[src/include/fcpc_pkg.sv]
// Constants and types shared by the flash command and protection controller.
package fcpc_pkg;

  // Control register offsets on the register port.
  localparam logic [15:0] FCPC_OFS_CLKDIV = 16'h1820;
  localparam logic [15:0] FCPC_OFS_OPT = 16'h1821;
  localparam logic [15:0] FCPC_OFS_PROT = 16'h1824;
  localparam logic [15:0] FCPC_OFS_STAT = 16'h1825;
  localparam logic [15:0] FCPC_OFS_CMD = 16'h1826;

  // Nonvolatile configuration words inside the array.
  localparam logic [15:0] FCPC_OFS_NV_PROT = 16'hFFBD;
  localparam logic [15:0] FCPC_OFS_NV_OPT = 16'hFFBF;

  // Default start of the flash array and top of flash.
  localparam logic [15:0] FCPC_FLASH_BASE = 16'hF000;
  localparam logic [15:0] FCPC_FLASH_TOP = 16'hFFFF;

  // Command codes.
  localparam logic [7:0] FCPC_CMD_BLANK = 8'h05;
  localparam logic [7:0] FCPC_CMD_PROG = 8'h20;
  localparam logic [7:0] FCPC_CMD_BURST = 8'h25;
  localparam logic [7:0] FCPC_CMD_PAGE = 8'h40;
  localparam logic [7:0] FCPC_CMD_MASS = 8'h41;

  // Status register bit positions.
  localparam int FCPC_ST_CBEF = 7;
  localparam int FCPC_ST_CCF = 6;
  localparam int FCPC_ST_PVIOL = 5;
  localparam int FCPC_ST_ACCERR = 4;

  // Divider, protection and option bit positions.
  localparam int FCPC_DIV_LOADED = 7;
  localparam int FCPC_DIV_PRE8 = 6;
  localparam int FCPC_PROT_DIS = 0;
  localparam int FCPC_OPT_REDIR_DIS = 6;

  // Page and row geometry as address bit counts.
  localparam int FCPC_PAGE_BITS = 9;
  localparam int FCPC_ROW_BITS = 6;

  // Interrupt vector window, reset vector excluded.
  localparam logic [15:0] FCPC_VEC_LO = 16'hFFC0;
  localparam logic [15:0] FCPC_VEC_HI = 16'hFFFD;

  // Command durations in flash timing clock periods.
  localparam int FCPC_CNT_W = 15;
  localparam logic [14:0] FCPC_FCLK_BYTE = 15'd9;
  localparam logic [14:0] FCPC_FCLK_BURST = 15'd4;
  localparam logic [14:0] FCPC_FCLK_PAGE = 15'd4000;
  localparam logic [14:0] FCPC_FCLK_MASS = 15'd20000;
  localparam logic [14:0] FCPC_FCLK_BLANK = 15'd2;

  // Values after reset.
  localparam logic [7:0] FCPC_CLKDIV_RST = 8'h00;
  localparam logic [7:0] FCPC_NV_RST = 8'hFF;
  localparam logic [7:0] FCPC_BYTE_RST = 8'h00;
  localparam logic [15:0] FCPC_ADDR_RST = 16'h0000;

  typedef enum logic [1:0] {
    FCPC_SEQ_IDLE = 2'b00,
    FCPC_SEQ_ADDR = 2'b01,
    FCPC_SEQ_CMD = 2'b10,
    FCPC_SEQ_QUEUED = 2'b11
  } fcpc_seq_t;

  typedef enum logic {
    FCPC_EX_IDLE = 1'b0,
    FCPC_EX_RUN = 1'b1
  } fcpc_ex_t;

endpackage : fcpc_pkg

[src/hw/fcpc_timer.sv]
// Flash timing clock divider and command duration counter.
`timescale 1ns/1ps
module fcpc_timer #(
  parameter int CNT_W = 15
) (
  // Clock and reset.
  input wire logic clk_i,
  input wire logic arst_n_i,
  // Divider setting.
  input wire logic [5:0] div_i,
  input wire logic pre8_i,
  // Run control.
  input wire logic start_i,
  input wire logic abort_i,
  input wire logic [CNT_W-1:0] cycles_i,
  output logic done_o
);
  import fcpc_pkg::*;

  logic [2:0] pre_reg, pre_next;
  logic [5:0] div_reg, div_next;
  logic [CNT_W-1:0] cnt_reg, cnt_next;
  logic run_reg, run_next;
  logic pre_tick;
  logic fclk_tick;

  // One timing clock period is (div+1) bus cycles, times eight with pre8.
  always_comb begin
    pre_next = pre_reg;
    div_next = div_reg;
    cnt_next = cnt_reg;
    run_next = run_reg;
    pre_tick = !pre8_i || (pre_reg == 3'h7);
    fclk_tick = pre_tick && (div_reg == div_i);
    // Done depends only on state and the divider setting, not on start, so a
    // restart in the same cycle cannot feed back into it.
    done_o = run_reg && fclk_tick && (cnt_reg <= CNT_W'(1));
    if (start_i) begin
      pre_next = 3'h0;
      div_next = 6'h00;
      cnt_next = cycles_i;
      run_next = 1'b1;
    end else if (abort_i) begin
      run_next = 1'b0;
    end else if (run_reg) begin
      pre_next = pre_tick ? 3'h0 : pre_reg + 3'h1;
      if (pre_tick) begin
        div_next = fclk_tick ? 6'h00 : div_reg + 6'h01;
      end
      if (fclk_tick) begin
        if (done_o) begin
          run_next = 1'b0;
        end else begin
          cnt_next = cnt_reg - CNT_W'(1);
        end
      end
    end
  end

  always_ff @(posedge clk_i or negedge arst_n_i) begin
    if (!arst_n_i) begin
      pre_reg <= 3'h0;
      div_reg <= 6'h00;
      cnt_reg <= '0;
      run_reg <= 1'b0;
    end else begin
      pre_reg <= pre_next;
      div_reg <= div_next;
      cnt_reg <= cnt_next;
      run_reg <= run_next;
    end
  end

endmodule : fcpc_timer

[src/hw/fcpc_ctrl.sv]
// Flash command sequencer with access checks, block protection and redirect.
//
// Our own choice: the strobed register port.
`timescale 1ns/1ps

// Notes on behaviour
// - Sequence opens with one array write, latched.
// - Page erase hits whole page; mass anywhere.
// - Codes 05, 40, 41 recognised and buffered.
// - Codes 20 and 25 recognised.
// - Writing one to buffer flag launches.
// - Writing zero there aborts and flags error.
// - Complete flag shows all commands finished.
// - Pump held only for queued same-row burst.
// - Row start byte takes standard program time.
// - First burst byte standard, later bytes short.
// - Error flag cleared by one; blocks commands.
// - Array write before divider write is error.
// - Array write with buffer full is error.
// - Second array or command write is error.
// - Stray control writes mid-sequence are errors.
// - Unknown command code is error.
// - Stop mode aborts program/erase with error.
// - Secured debug may only blank/mass erase.
// - Protected region above last unprotected address.
// - Protection active when disable bit zero.
// - Protection loaded at reset; debug-only writes.
// - Vectors redirected below boundary; reset never.
// - Divider-loaded bit gates program and erase.
module fcpc_ctrl #(
  parameter logic [15:0] FLASH_BASE = fcpc_pkg::FCPC_FLASH_BASE,
  parameter logic [14:0] PAGE_FCLK = fcpc_pkg::FCPC_FCLK_PAGE,
  parameter logic [14:0] MASS_FCLK = fcpc_pkg::FCPC_FCLK_MASS
) (
  // Clock and reset.
  input wire logic clk_i,
  input wire logic arst_n_i,
  // Register and array write port.
  input wire logic [15:0] addr_i,
  input wire logic [7:0] wdata_i,
  input wire logic wr_i,
  input wire logic rd_i,
  output logic [7:0] rdata_o,
  // System state.
  input wire logic bdm_i,
  input wire logic secure_i,
  input wire logic stop_i,
  // Nonvolatile configuration words.
  input wire logic [7:0] prot_nv_i,
  input wire logic [7:0] opt_nv_i,
  // Array control.
  output logic [15:0] array_addr_o,
  output logic [7:0] array_data_o,
  output logic [7:0] op_code_o,
  output logic op_busy_o,
  output logic pump_en_o,
  // Vector fetch redirection.
  input wire logic [15:0] vec_addr_i,
  output logic [15:0] vec_addr_o
);
  import fcpc_pkg::*;

  fcpc_seq_t seq_reg, seq_next;
  fcpc_ex_t ex_reg, ex_next;
  logic [15:0] baddr_reg, baddr_next;
  logic [7:0] bdata_reg, bdata_next;
  logic [7:0] bcmd_reg, bcmd_next;
  logic [15:0] caddr_reg, caddr_next;
  logic [7:0] cdata_reg, cdata_next;
  logic [7:0] ccmd_reg, ccmd_next;
  logic pump_reg, pump_next;
  logic accerr_reg, accerr_next;
  logic pviol_reg, pviol_next;
  logic [7:0] div_reg, div_next;
  logic [7:0] prot_reg, prot_next;
  logic [7:0] opt_reg, opt_next;
  logic load_reg, load_next;
  logic [7:0] rdata_reg, rdata_next;
  logic [15:0] vec_reg, vec_next;
  logic acc_set;
  logic pv_set;
  logic t_start;
  logic t_abort;
  logic [14:0] t_cycles;
  logic t_done;
  logic cbef;
  logic ccf;
  logic mid_seq;
  logic [15:0] last_open;

  // Address falls inside the flash array.
  function automatic logic is_array(input logic [15:0] a);
    is_array = (a >= FLASH_BASE);
  endfunction : is_array

  // Address is one of the flash control registers.
  function automatic logic is_ctrl(input logic [15:0] a);
    is_ctrl = (a == FCPC_OFS_CLKDIV) || (a == FCPC_OFS_OPT) ||
              (a == FCPC_OFS_PROT) || (a == FCPC_OFS_STAT) ||
              (a == FCPC_OFS_CMD);
  endfunction : is_ctrl

  // Code is one of the five accepted commands.
  function automatic logic is_valid(input logic [7:0] c);
    is_valid = (c == FCPC_CMD_BLANK) || (c == FCPC_CMD_PROG) ||
               (c == FCPC_CMD_BURST) || (c == FCPC_CMD_PAGE) ||
               (c == FCPC_CMD_MASS);
  endfunction : is_valid

  // Standard duration of a command in timing clock periods.
  function automatic logic [14:0] std_time(input logic [7:0] c);
    case (c)
      FCPC_CMD_PAGE: std_time = PAGE_FCLK;
      FCPC_CMD_MASS: std_time = MASS_FCLK;
      FCPC_CMD_BLANK: std_time = FCPC_FCLK_BLANK;
      default: std_time = FCPC_FCLK_BYTE;
    endcase
  endfunction : std_time

  // Protection only counts when the disable bit is clear.
  assign last_open = {prot_reg[7:1], {FCPC_PAGE_BITS{1'b1}}};

  function automatic logic blocked(input logic [7:0] c,
                                   input logic [15:0] a,
                                   input logic [7:0] p,
                                   input logic [15:0] lo);
    logic active;
    active = !p[FCPC_PROT_DIS];
    if (c == FCPC_CMD_BLANK) begin
      blocked = 1'b0;
    end else if (c == FCPC_CMD_MASS) begin
      blocked = active && (lo != FCPC_FLASH_TOP);
    end else begin
      blocked = active && (a > lo);
    end
  endfunction : blocked

  assign mid_seq = (seq_reg == FCPC_SEQ_ADDR) || (seq_reg == FCPC_SEQ_CMD);
  assign cbef = (seq_reg != FCPC_SEQ_QUEUED);
  assign ccf = cbef && (ex_reg == FCPC_EX_IDLE);

  fcpc_timer #(
    .CNT_W(FCPC_CNT_W)
  ) u_timer (
    .clk_i(clk_i),
    .arst_n_i(arst_n_i),
    .div_i(div_reg[5:0]),
    .pre8_i(div_reg[FCPC_DIV_PRE8]),
    .start_i(t_start),
    .abort_i(t_abort),
    .cycles_i(t_cycles),
    .done_o(t_done)
  );

  always_comb begin
    seq_next = seq_reg;
    ex_next = ex_reg;
    baddr_next = baddr_reg;
    bdata_next = bdata_reg;
    bcmd_next = bcmd_reg;
    caddr_next = caddr_reg;
    cdata_next = cdata_reg;
    ccmd_next = ccmd_reg;
    pump_next = pump_reg;
    div_next = div_reg;
    prot_next = prot_reg;
    opt_next = opt_reg;
    load_next = 1'b0;
    acc_set = 1'b0;
    pv_set = 1'b0;
    t_start = 1'b0;
    t_abort = 1'b0;
    t_cycles = FCPC_FCLK_BYTE;

    // Command sequence driven by bus writes.
    if (wr_i) begin
      if (is_array(addr_i)) begin
        if (!div_reg[FCPC_DIV_LOADED]) begin
          acc_set = 1'b1;
        end else if (!accerr_reg) begin
          case (seq_reg)
            FCPC_SEQ_IDLE: begin
              baddr_next = addr_i;
              bdata_next = wdata_i;
              seq_next = FCPC_SEQ_ADDR;
            end
            FCPC_SEQ_QUEUED: acc_set = 1'b1;
            default: acc_set = 1'b1;
          endcase
        end
      end else if (addr_i == FCPC_OFS_CMD) begin
        if (!accerr_reg) begin
          case (seq_reg)
            FCPC_SEQ_ADDR: begin
              if (!is_valid(wdata_i)) begin
                acc_set = 1'b1;
              end else if (bdm_i && secure_i &&
                           (wdata_i != FCPC_CMD_BLANK) &&
                           (wdata_i != FCPC_CMD_MASS)) begin
                acc_set = 1'b1;
              end else begin
                bcmd_next = wdata_i;
                seq_next = FCPC_SEQ_CMD;
              end
            end
            FCPC_SEQ_CMD: acc_set = 1'b1;
            default: ;
          endcase
        end
      end else if (addr_i == FCPC_OFS_STAT) begin
        if (seq_reg == FCPC_SEQ_CMD && wdata_i[FCPC_ST_CBEF]) begin
          seq_next = FCPC_SEQ_QUEUED;
        end else if (mid_seq) begin
          acc_set = 1'b1;
        end
      end else if (is_ctrl(addr_i) && mid_seq) begin
        acc_set = 1'b1;
      end else if (!mid_seq) begin
        if (addr_i == FCPC_OFS_CLKDIV && !accerr_reg &&
            !div_reg[FCPC_DIV_LOADED]) begin
          div_next = {1'b1, wdata_i[6:0]};
        end
        if (addr_i == FCPC_OFS_PROT && bdm_i) begin
          prot_next = wdata_i;
        end
      end
      if (acc_set && mid_seq) begin
        seq_next = FCPC_SEQ_IDLE;
      end
    end

    // Working configuration is copied from the array after reset release.
    if (load_reg) begin
      prot_next = prot_nv_i;
      opt_next = opt_nv_i;
    end

    // Execution of the buffered command.
    case (ex_reg)
      FCPC_EX_IDLE: begin
        if (seq_reg == FCPC_SEQ_QUEUED) begin
          seq_next = FCPC_SEQ_IDLE;
          if (blocked(bcmd_reg, baddr_reg, prot_reg, last_open)) begin
            pv_set = 1'b1;
          end else begin
            caddr_next = baddr_reg;
            cdata_next = bdata_reg;
            ccmd_next = bcmd_reg;
            ex_next = FCPC_EX_RUN;
            pump_next = (bcmd_reg != FCPC_CMD_BLANK);
            t_start = 1'b1;
            t_cycles = std_time(bcmd_reg);
          end
        end
      end
      FCPC_EX_RUN: begin
        if (stop_i && ccmd_reg != FCPC_CMD_BLANK) begin
          acc_set = 1'b1;
          t_abort = 1'b1;
          ex_next = FCPC_EX_IDLE;
          pump_next = 1'b0;
        end else if (t_done) begin
          if (seq_reg == FCPC_SEQ_QUEUED &&
              ccmd_reg == FCPC_CMD_BURST && bcmd_reg == FCPC_CMD_BURST &&
              baddr_reg[15:FCPC_ROW_BITS] == caddr_reg[15:FCPC_ROW_BITS] &&
              baddr_reg[FCPC_ROW_BITS-1:0] != '0 &&
              !blocked(bcmd_reg, baddr_reg, prot_reg, last_open)) begin
            seq_next = FCPC_SEQ_IDLE;
            caddr_next = baddr_reg;
            cdata_next = bdata_reg;
            t_start = 1'b1;
            t_cycles = FCPC_FCLK_BURST;
          end else begin
            ex_next = FCPC_EX_IDLE;
            pump_next = 1'b0;
          end
        end
      end
      default: ex_next = FCPC_EX_IDLE;
    endcase
  end

  // Flags: a hardware set wins over a write-one clear in the same cycle.
  always_comb begin
    accerr_next = acc_set || (accerr_reg && !(wr_i &&
                  addr_i == FCPC_OFS_STAT && wdata_i[FCPC_ST_ACCERR]));
    pviol_next = pv_set || (pviol_reg && !(wr_i &&
                 addr_i == FCPC_OFS_STAT && wdata_i[FCPC_ST_PVIOL]));
  end

  // Read data appear in the cycle after the read strobe only.
  always_comb begin
    rdata_next = FCPC_BYTE_RST;
    if (rd_i) begin
      case (addr_i)
        FCPC_OFS_CLKDIV: rdata_next = div_reg;
        FCPC_OFS_OPT: rdata_next = opt_reg;
        FCPC_OFS_PROT: rdata_next = prot_reg;
        FCPC_OFS_STAT: rdata_next = {cbef, ccf, pviol_reg, accerr_reg,
                                     4'h0};
        FCPC_OFS_CMD: rdata_next = bcmd_reg;
        default: rdata_next = FCPC_BYTE_RST;
      endcase
    end
  end

  // Interrupt vectors move below the protected boundary; reset does not.
  always_comb begin
    vec_next = vec_addr_i;
    if (!opt_reg[FCPC_OPT_REDIR_DIS] && !prot_reg[FCPC_PROT_DIS] &&
        last_open != FCPC_FLASH_TOP && last_open >= FLASH_BASE &&
        vec_addr_i >= FCPC_VEC_LO && vec_addr_i <= FCPC_VEC_HI) begin
      vec_next = {last_open[15:FCPC_PAGE_BITS],
                  vec_addr_i[FCPC_PAGE_BITS-1:0]};
    end
  end

  always_ff @(posedge clk_i or negedge arst_n_i) begin
    if (!arst_n_i) begin
      seq_reg <= FCPC_SEQ_IDLE;
      ex_reg <= FCPC_EX_IDLE;
      baddr_reg <= FCPC_ADDR_RST;
      bdata_reg <= FCPC_BYTE_RST;
      bcmd_reg <= FCPC_BYTE_RST;
      caddr_reg <= FCPC_ADDR_RST;
      cdata_reg <= FCPC_BYTE_RST;
      ccmd_reg <= FCPC_BYTE_RST;
      pump_reg <= 1'b0;
      accerr_reg <= 1'b0;
      pviol_reg <= 1'b0;
      div_reg <= FCPC_CLKDIV_RST;
      prot_reg <= FCPC_NV_RST;
      opt_reg <= FCPC_NV_RST;
      load_reg <= 1'b1;
      rdata_reg <= FCPC_BYTE_RST;
      vec_reg <= FCPC_ADDR_RST;
    end else begin
      seq_reg <= seq_next;
      ex_reg <= ex_next;
      baddr_reg <= baddr_next;
      bdata_reg <= bdata_next;
      bcmd_reg <= bcmd_next;
      caddr_reg <= caddr_next;
      cdata_reg <= cdata_next;
      ccmd_reg <= ccmd_next;
      pump_reg <= pump_next;
      accerr_reg <= accerr_next;
      pviol_reg <= pviol_next;
      div_reg <= div_next;
      prot_reg <= prot_next;
      opt_reg <= opt_next;
      load_reg <= load_next;
      rdata_reg <= rdata_next;
      vec_reg <= vec_next;
    end
  end

  // Page erase targets the page base so the whole page is cleared.
  assign array_addr_o = (ccmd_reg == FCPC_CMD_PAGE) ?
      {caddr_reg[15:FCPC_PAGE_BITS], {FCPC_PAGE_BITS{1'b0}}} :
      caddr_reg;
  assign array_data_o = cdata_reg;
  assign op_code_o = ccmd_reg;
  assign op_busy_o = (ex_reg == FCPC_EX_RUN);
  assign pump_en_o = pump_reg;
  assign rdata_o = rdata_reg;
  assign vec_addr_o = vec_reg;

endmodule : fcpc_ctrl

[config.mk]
export PLATFORM = sky130hd
export DESIGN_NAME = fcpc_ctrl
export DESIGN_NICKNAME = d
export VERILOG_FILES = /design/src/include/fcpc_pkg.sv /design/src/hw/fcpc_timer.sv /design/src/hw/fcpc_ctrl.sv
export SDC_FILE = /design/constraint.sdc
export NUM_CORES = 1
export LEC_CHECK = 0
export ABC_AREA = 1
export BUFFER_PORTS_ARGS = -buffer_cell sky130_fd_sc_hd__buf_2
export CAP_MARGIN = 10
export CORE_UTILIZATION = 50
export CTS_CLUSTER_DIAMETER = 30
export DETAILED_ROUTE_END_ITERATION = 12
export GPL_TIMING_DRIVEN = 0
export PLACE_DENSITY = 0.74
export REMOVE_ABC_BUFFERS = 1
export SLEW_MARGIN = 20
export SYNTH_ARGS = -nofsm -noshare
export SYNTH_HDL_FRONTEND = slang
export SYNTH_SLANG_ARGS = --single-unit
[constraint.sdc]
create_clock -name clk_i -period 4.65 [get_ports clk_i]
set_input_delay 0.465 -clock clk_i [delete_from_list [all_inputs] [get_ports clk_i]]
set_output_delay 0.465 -clock clk_i [all_outputs]
set_load 0.1 [all_outputs]
==> results of run 1 <==
==> power breakdown <==
part | total, mW | switching, mW | internal (mW)
Clock | 1.36 | 0.590 | 0.769
Sequential | 1.69 | 0.195 | 1.49
Combinational | 2.02 | 1.59 | 0.430
Total | 5.06 | 2.37 | 2.69
==> layout make-up <==
class,instances,area (um^2)
timing repair buffer,124,673
clock buffer,18,439
fill,1298,5770
clock inverter,14,143
inverter,123,462
tap,184,230
multi-input combinational,666,3250
sequential,144,3620
==> cell usage after synthesis (all sizes together) (3+ instances only) <==
master	n
nand2	288
dfrtp	127
inv	122
nor2	102
o21ai	78
nand3	52
nand4	27
a21oi	26
buf	17
dfstp	17
nor3	17
clkbuf	16
ha	16
o221ai	8
o211ai	7
o22ai	7
xnor2	7
xor2	7
nor3b	5
a22oi	3
==> stage by stage <==
step | setup WS, ns | power (mW) | hold slack [ns] | area, um^2 | utilization [%]
3_5_place_dp | 1.33 | 3.71 | 0.449 | 8230 | 56.4
6_report | 1.26 | 5.06 | 0.133 | 8820 | 60.5
2_1_floorplan | 1.57 | 3.28 | 0.169 | 7320 | -
4_1_cts | 1.30 | 5.08 | 0.123 | 8820 | 60.5
3_3_place_gp | 0.798 | 3.68 | 0.452 | 8150 | 55.9
5_1_grt | 0.923 | 5.32 | 0.121 | 8820 | 60.5
==> routing by layer <==
layer	share of wire [%]	wire length (um)
met5	0	0
met2	45	8940
met3	5.9	1170
met4	1.9	377
met1	47	9350
==> kinds of logic after synthesis <==
| family | count (synthesis) |
|---|---|
| AO/OA/AOI/OAI | 136 |
| XOR/XNOR | 14 |
| adder cells (fa/ha/maj) | 16 |
| buffers and inverters | 156 |
| flip-flops | 144 |
| other | 1 |
| AND/OR/NAND/NOR | 499 |
==> critical path, stage by stage, from the launching register on <==
cell	delay, ns
dfstp_2	0.53
inv_1	0.08
ha_1	0.30
nand2_1	0.07
nor2_1	0.14
inv_1	0.05
nor2_1	0.09
nand2_1	0.06
nand2_1	0.12
nand2_1	0.12
nand2_2	0.17
nand2_4	0.15
nand2_1	0.16
nand2_4	0.45
inv_2	0.58
o21ai_0	0.15
==> worst max-delay path by stage <==
stage                            to  slack [ns]
finish                 caddr_reg[0]        1.26
CTS                    caddr_reg[0]        1.30
global route           caddr_reg[6]        0.92
global placement       caddr_reg[0]        0.80
detailed placement     caddr_reg[0]        1.33
floorplan           array_addr_o[0]        1.57
==> impl_metrics.json, run 1 <==
{
  "syn_avg_cell_area_um2": 7.76,
  "cts_root_buffer": "clkbuf_16",
  "worstSetupEndpointType": "register",
  "postCtsSetupBuffers": 0,
  "vdd_drop_max_mv": 0.429,
  "drc": 0,
  "powerDensity_nw_per_um2": 574,
  "r2r-start": "prot_reg[7]",
  "yosys.area_share.simple_pct": 28.6,
  "r2r-end": "caddr_reg[0]",
  "synthFlopType": "dfrtp_1",
  "ys_seq_area_share_pct": 48.4,
  "synth_top_area_share_pct": 42.4,
  "antenna_left": 0,
  "cts_hold_buf": 1,
  "synth_mux_area_share_pct": 0,
  "yosysWarnings": 0,
  "grt_pass1_wl_um": 32000,
  "grt_max_degree": 80,
  "die_w_um": 124,
  "relSlewSlack_pct": 20.9,
  "cts_resized": 0,
  "clkLatencyLatePin_ns": 0.43,
  "grt_use_total_pct": 26.3,
  "maxCapViolCount": 0,
  "finClkSkew_ns": 0.00852,
  "grt.met2_usage_pct": 40.1,
  "power.leakage_nw": 4.58,
  "crit_type": "register to register",
  "cp_max_fo": 74,
  "dp_hpwl_um": 14200,
  "diodes": 0,
  "area.growth.synth_to_final_pct": 17.7,
  "drive_gt1_share_pct": 18.5,
  "overflow": 0,
  "cts_tree": "yes",
  "setup_viol": 0,
  "start_kind": "register",
  "grtUsageMet1_pct": 37.5,
  "hold_path_class": "input port to register",
  "vias_per_cell": 5.36,
  "worstHoldEndpoint": "vec_addr_o[0]",
  "synthTopCellsByArea": "dfrtp_1, nand2_1, dfstp_2",
  "num_vias": 6820,
  "final_cells": 1273,
  "synth_top_family_by_area": "simple AND/OR/NAND/NOR gates",
  "start_util_pct": 51.4,
  "cts_buffers": 17,
  "clk_pin_slew_ns": 0.06,
  "wl_um": 19800,
  "netlist_area_um2": 7490,
  "use_met3_pct": 4.90,
  "synth_top_area_cell": "dfrtp_1",
  "worstHoldPathCells": 1,
  "async_flop_share_pct": 100,
  "fmaxAchievable_mhz": 295,
  "synth_edf_count": 0,
  "htree_levels": 4,
  "antenna_found_initial": 0,
  "gp_congestion": 0.923,
  "tightest_slew_ns": 1.17,
  "cts_buffer_depth": 2,
  "num_io_pins": 121,
  "rsz0062_at_grt": "false",
  "fin_setup_tns_ns": 0,
  "busiest_layer": "met2",
  "drt-wirelength-per-cell_um": 15.6,
  "grt_pass1_vias": 6255,
  "min_period_over_period_pct": 72.9,
  "die-area_um2": 15500,
  "drtIter0Drc": 551,
  "fp.coreArea_um2": 14600,
  "worstPathArrival_ns": 3.68,
  "mostFrequentLayoutCells": "nand2_1, dfrtp_1, buf_2",
  "die_h_um": 124,
  "final_common_cell": "nand2_1",
  "finalHoldViolCount": 0,
  "ys_types": 44,
  "synthAdderAreaFrac_pct": 2.67,
  "dp_cells": 1240,
  "rrSetupSlack_ns": 1.26,
  "io_buffers": 120,
  "min-delay-start": "vec_addr_i[0]",
  "synth_compound_area_share_pct": 10.2,
  "outcome": "finished, final reports clean",
  "slew_violations": 0,
  "min_period_ns": 3.39,
  "std_cell_rows": 44,
  "crit_start": "prot_reg[7]",
  "synthCells": 966,
  "reg2regPathDepth": 15,
  "ys_seq_elements": 144,
  "cp.required_ns": 4.94,
  "synth_xor_area_share_pct": 1.64,
  "drtPass1Iterations": 5,
  "nets": 1155,
  "cts_sinks": 144
}
No activity file was read; power rests on OpenSTA's default activity.
==> run 2: changes to the inputs <==
--- a/config.mk
+++ b/config.mk
@@ -12,7 +12,7 @@
 export CTS_CLUSTER_DIAMETER = 30
 export DETAILED_ROUTE_END_ITERATION = 12
 export GPL_TIMING_DRIVEN = 0
-export PLACE_DENSITY = 0.74
+export PLACE_DENSITY = 0.77
 export REMOVE_ABC_BUFFERS = 1
 export SLEW_MARGIN = 20
 export SYNTH_ARGS = -nofsm -noshare
==> constraint.sdc (replaced) <==
create_clock -name clk_i -period 3.1 [get_ports clk_i]
set_input_delay 0.31 -clock clk_i [delete_from_list [all_inputs] [get_ports clk_i]]
set_output_delay 0.31 -clock clk_i [all_outputs]
set_load 0.1 [all_outputs]
==> impl_metrics.json, run 2 (synthesis gave the netlist of run 1 again) <==
{
  "outcome": "finished, final reports clean",
  "r2r-end": "u_timer.cnt_reg[14]",
  "worstPathArrival_ns": 3.16,
  "gp_congestion": 0.912,
  "worstHoldEndpoint": "vec_addr_o[3]",
  "die_w_um": 124,
  "hold_ws_ns": 0.0158,
  "tightest_slew_ns": 1.06,
  "reg2regPathDepth": 16,
  "maxCapViolCount": 0,
  "cts_sinks": 144,
  "postCtsSetupBuffers": 0,
  "cp.required_ns": 3.46,
  "die_h_um": 124,
  "grt_use_total_pct": 26.7,
  "finClkSkew_ns": 0.00581,
  "powerDensity_nw_per_um2": 878,
  "wl_um": 20200,
  "grt_pass1_vias": 6516,
  "min-delay-start": "vec_addr_i[3]",
  "dp_cells": 1239,
  "start_kind": "register",
  "antenna_found_initial": 0,
  "fmaxAchievable_mhz": 358,
  "area.growth.synth_to_final_pct": 20.6,
  "drc": 0,
  "die-area_um2": 15500,
  "drt-wirelength-per-cell_um": 15.7,
  "io_buffers": 120,
  "overflow": 0,
  "grt_pass1_wl_um": 32500,
  "std_cell_rows": 44,
  "power.leakage_nw": 4.63,
  "rrSetupSlack_ns": 0.30,
  "cts_root_buffer": "clkbuf_16",
  "min_period_over_period_pct": 90.2,
  "antenna_left": 0,
  "finalHoldViolCount": 0,
  "worstSetupEndpointType": "register",
  "cts_buffers": 17,
  "clkLatencyLatePin_ns": 0.43,
  "drive_gt1_share_pct": 18.5,
  "cts_buffer_depth": 2,
  "cp_max_fo": 37,
  "setup_viol": 0,
  "min_period_ns": 2.80,
  "vias_per_cell": 5.44,
  "rsz0062_at_grt": "false",
  "fin_setup_tns_ns": 0,
  "final_common_cell": "nand2_1",
  "drtPass1Iterations": 5,
  "diodes": 0,
  "nets": 1166,
  "grt_max_degree": 75,
  "vdd_drop_max_mv": 0.597,
  "crit_type": "register to register",
  "hold_path_class": "input port to register",
  "clk_pin_slew_ns": 0.06,
  "dp_hpwl_um": 13900,
  "worstHoldPathCells": 1,
  "drtIter0Drc": 679,
  "relSlewSlack_pct": 28.6,
  "r2r-start": "prot_reg[7]",
  "final_cells": 1283,
  "start_util_pct": 51.4,
  "fp.coreArea_um2": 14600,
  "htree_levels": 4,
  "mostFrequentLayoutCells": "nand2_1, dfrtp_1, buf_2",
  "num_vias": 6978,
  "num_io_pins": 121,
  "slew_violations": 0,
  "cts_tree": "yes"
}
run 2: cell types whose count changed in the layout (fill, tap and decap cells not counted), sizes merged:
cell and delta:
dlygate4sd3 +11, buf -1, bufinv +5, inv -9
clkinv -1, nand2 +1, clkbuf -1, clkinvlp +5
run 2: worst max-delay path by stage:
stage | from | endpoint | depth (start not counted)
finish | prot_reg[7] | u_timer.cnt_reg[14] | 16
global route | prot_reg[7] | caddr_reg[0] | 16
CTS | prot_reg[7] | caddr_reg[1] | 15
detailed placement | prot_reg[7] | caddr_reg[1] | 15
global placement | prot_reg[7] | array_data_o[5] | 16
floorplan | op_code_o[2] | caddr_reg[0] | 11
run 2: area by class of cell:
type                    count  area (um^2)
multi-input cells         667         3280
repair buffers            134          763
clock buffers              17          425
fillers                  1260         5550
flip-flops and latches    144         3620
inverters                 123          469
well taps                 184          230
clock inverters            14          240
run 2: routing by layer:
layer | track usage (%) | up-vias | wire length (um)
li1 | - | 3349 | -
met1 | 37.0 | 3294 | 8840
met2 | 41.3 | 299 | 9370
met3 | 5.88 | 36 | 1500
met4 | 9.14 | 0 | 450
met5 | 0 | - | 0
run 2: report_power, final:
group	switching, mW	internal [mW]	leakage [nW]
combinational	2.42	0.665	2.54
sequential	0.291	2.24	1.79
clock	0.819	1.50	0.307
total	3.53	4.41	4.63
run 2: through the flow:
step	util, %	instance area [um^2]	power (mW)	worst slack [ns]
4_1_cts	61.7	9000	7.92	0.0928
3_3_place_gp	55.9	8150	5.51	-0.733
6_report	61.9	9030	7.94	0.304
3_5_place_dp	56.3	8210	5.57	-0.216
5_1_grt	61.9	9030	8.33	0.0338
2_1_floorplan	-	7320	4.93	0.122
run 2: worst max-delay path, stage by stage (launching register included):
cell	delay (ns)
dfstp_2	0.53
inv_1	0.08
ha_1	0.30
nand2_1	0.07
nor2_1	0.14
inv_1	0.05
nor2_1	0.08
nand2_1	0.06
nand2_1	0.11
nand2_1	0.10
nand2_2	0.17
nand2_4	0.16
nand2_2	0.22
nand2_8	0.22
nand2_2	0.28
nand2_1	0.09
nand2_1	0.06
run 2: what timing repair did:
item | 4_1_cts | 5_1_grt
endpoints found under the setup margin | 26 | 27
pin swaps | 0 | 1
gates resized for setup | 2 | 5
hold endpoints to repair | 74 | 1
cloned | 0 | 1
hold buffers | 11 | 1
==> run 3: changes to the inputs <==
--- a/config.mk
+++ b/config.mk
@@ -12,9 +12,9 @@
 export CTS_CLUSTER_DIAMETER = 30
 export DETAILED_ROUTE_END_ITERATION = 12
 export GPL_TIMING_DRIVEN = 0
-export PLACE_DENSITY = 0.77
+export PLACE_DENSITY = 0.81
 export REMOVE_ABC_BUFFERS = 1
-export SLEW_MARGIN = 20
+export SKIP_LAST_GASP = 1
 export SYNTH_ARGS = -nofsm -noshare
 export SYNTH_HDL_FRONTEND = slang
 export SYNTH_SLANG_ARGS = --single-unit
==> impl_metrics.json, run 3 (synthesis gave the netlist of run 1 again) <==
{
  "num_io_pins": 121,
  "cp_max_fo": 53,
  "io_buffers": 120,
  "cts_root_buffer": "clkbuf_16",
  "dp_cells": 1241,
  "drive_gt1_share_pct": 18.3,
  "r2r-end": "u_timer.cnt_reg[11]",
  "setup_viol": 0,
  "grt_pass1_vias": 6688,
  "grt_use_total_pct": 27.1,
  "finalHoldViolCount": 0,
  "area.growth.synth_to_final_pct": 20.1,
  "grt_max_degree": 80,
  "maxCapViolCount": 0,
  "outcome": "finished, final reports clean",
  "std_cell_rows": 44,
  "clk_pin_slew_ns": 0.06,
  "cts_buffers": 17,
  "antenna_left": 0,
  "worstSetupEndpointType": "register",
  "hold_ws_ns": 0.0861,
  "reg2regPathDepth": 18,
  "overflow": 0,
  "cp.required_ns": 3.42,
  "min_period_over_period_pct": 90.8,
  "slowest_stage": "dfstp_2",
  "tightest_slew_ns": 1.13,
  "fin_setup_tns_ns": 0,
  "crit_path_cell_trace": "inv_1 > ha_1 > nand2_1 > nor2_1 > inv_1 > nor2_1 > nand2_1 > nand2_1 > nand2_1 > nand2_2 > nand3_1 > nand2_2 > nand2_8 > buf_16 > nand2_2 > nand2_1 > nand2_1 > nand2_1",
  "num_vias": 7154,
  "start_kind": "register",
  "slew_violations": 0,
  "nets": 1169,
  "cts_buffer_depth": 2,
  "diodes": 0,
  "drtPass1Iterations": 5,
  "vias_per_cell": 5.56,
  "antenna_found_initial": 0,
  "crit_start": "prot_reg[7]",
  "worstPathArrival_ns": 3.13,
  "relSlewSlack_pct": 23.9,
  "drt-wirelength-per-cell_um": 15.8,
  "fin_util_pct": 61.7,
  "cp_slowest_stage_delay_ns": 0.53,
  "vdd_drop_max_mv": 0.661,
  "hold_path_class": "input port to register",
  "r2r-start": "prot_reg[7]",
  "crit_end": "u_timer.cnt_reg[11]",
  "cts_sinks": 144,
  "power.leakage_nw": 4.63,
  "final_cells": 1287,
  "cp_num_buf_inv": 3,
  "wl_um": 20300,
  "min_period_ns": 2.81,
  "cp_top_family": "simple AND/OR/NAND/NOR gates",
  "grt_pass1_wl_um": 33300,
  "htree_levels": 4,
  "rrSetupSlack_ns": 0.29,
  "gp_congestion": 0.960,
  "crit_type": "register to register",
  "powerDensity_nw_per_um2": 849,
  "cts_tree": "yes",
  "final_common_cell": "nand2_1",
  "cp.depth": 18,
  "postCtsSetupBuffers": 0,
  "finClkSkew_ns": 0.0104,
  "die-area_um2": 15500,
  "rsz0062_at_grt": "false",
  "drc": 0,
  "fmaxAchievable_mhz": 355,
  "cpMostUsedCell": "nand2_1",
  "die_w_um": 124,
  "die_h_um": 124,
  "fp.coreArea_um2": 14600,
  "dp_hpwl_um": 14400,
  "start_util_pct": 51.4,
  "drtIter0Drc": 840,
  "clkLatencyLatePin_ns": 0.44,
  "mostFrequentLayoutCells": "nand2_1, dfrtp_1, buf_2"
}
run 3: cell count changes in the layout (fill, tap and decap cells not counted), moves of 2 or more:
cell,previous run,this run
bufinv_16,6,1
inv_6,0,5
clkinvlp_4,5,2
dlygate4sd3_1,12,14
inv_8,1,3
nand2_2,8,6
run 3: worst register-to-register path: cells and delay by family, from the launching register on:
kind / cells / cell delay (ns)
fa+ha+maj: 1 / 0.30
flops: 1 / 0.53
simple gates: 14 / 1.47
buf+inv: 3 / 0.40
run 3: how the worst min path moves through the flow:
stage,startpoint,end,depth (start not counted)
after floorplan,arst_n_i,accerr_reg,0
after global placement,vec_addr_i[0],vec_addr_o[0],1
after detailed placement,arst_n_i,caddr_reg[1],1
after CTS,opt_nv_i[1],opt_reg[1],3
after global routing,opt_nv_i[5],opt_reg[5],3
final,opt_nv_i[1],opt_reg[1],3
run 3: power by group:
group / switching, mW / internal (mW)
logic: 2.42 / 0.679
clock network: 0.879 / 1.13
registers: 0.292 / 2.24
total: 3.59 / 4.05
run 3: through the flow:
step | cell area [um^2] | setup WS, ns | power, mW
6_report | 9000 | 0.286 | 7.64
5_1_grt | 9000 | 0.0413 | 8.03
4_1_cts | 8950 | -0.00239 | 7.61
3_5_place_dp | 8230 | -0.0172 | 5.58
3_3_place_gp | 8150 | -0.720 | 5.50
2_1_floorplan | 7320 | 0.122 | 4.93
run 3: repair_timing:
action,4_1_cts,5_1_grt
endpoints found under the setup margin,2,40
hold buffers,14,0
gates resized for setup,1,7
hold endpoints to repair,72,0
run 3: area by class of cell:
type                            count  area, um^2
Fill cell                        1224        5590
Timing Repair Buffer              138         825
Inverter                          123         464
Multi-Input combinational cell    666        3280
Clock inverter                     14         149
Tap cell                          184         230
Sequential cell                   144        3620
Clock buffer                       18         429
run 3: metal layers:
metal	GRT usage (%)	up-vias	wire length (um)
met1	36.0	3387	8580
met4	11.7	0	541
met3	6.23	56	1800
met2	42.5	342	9360
met5	0	-	0
li1	-	3369	-
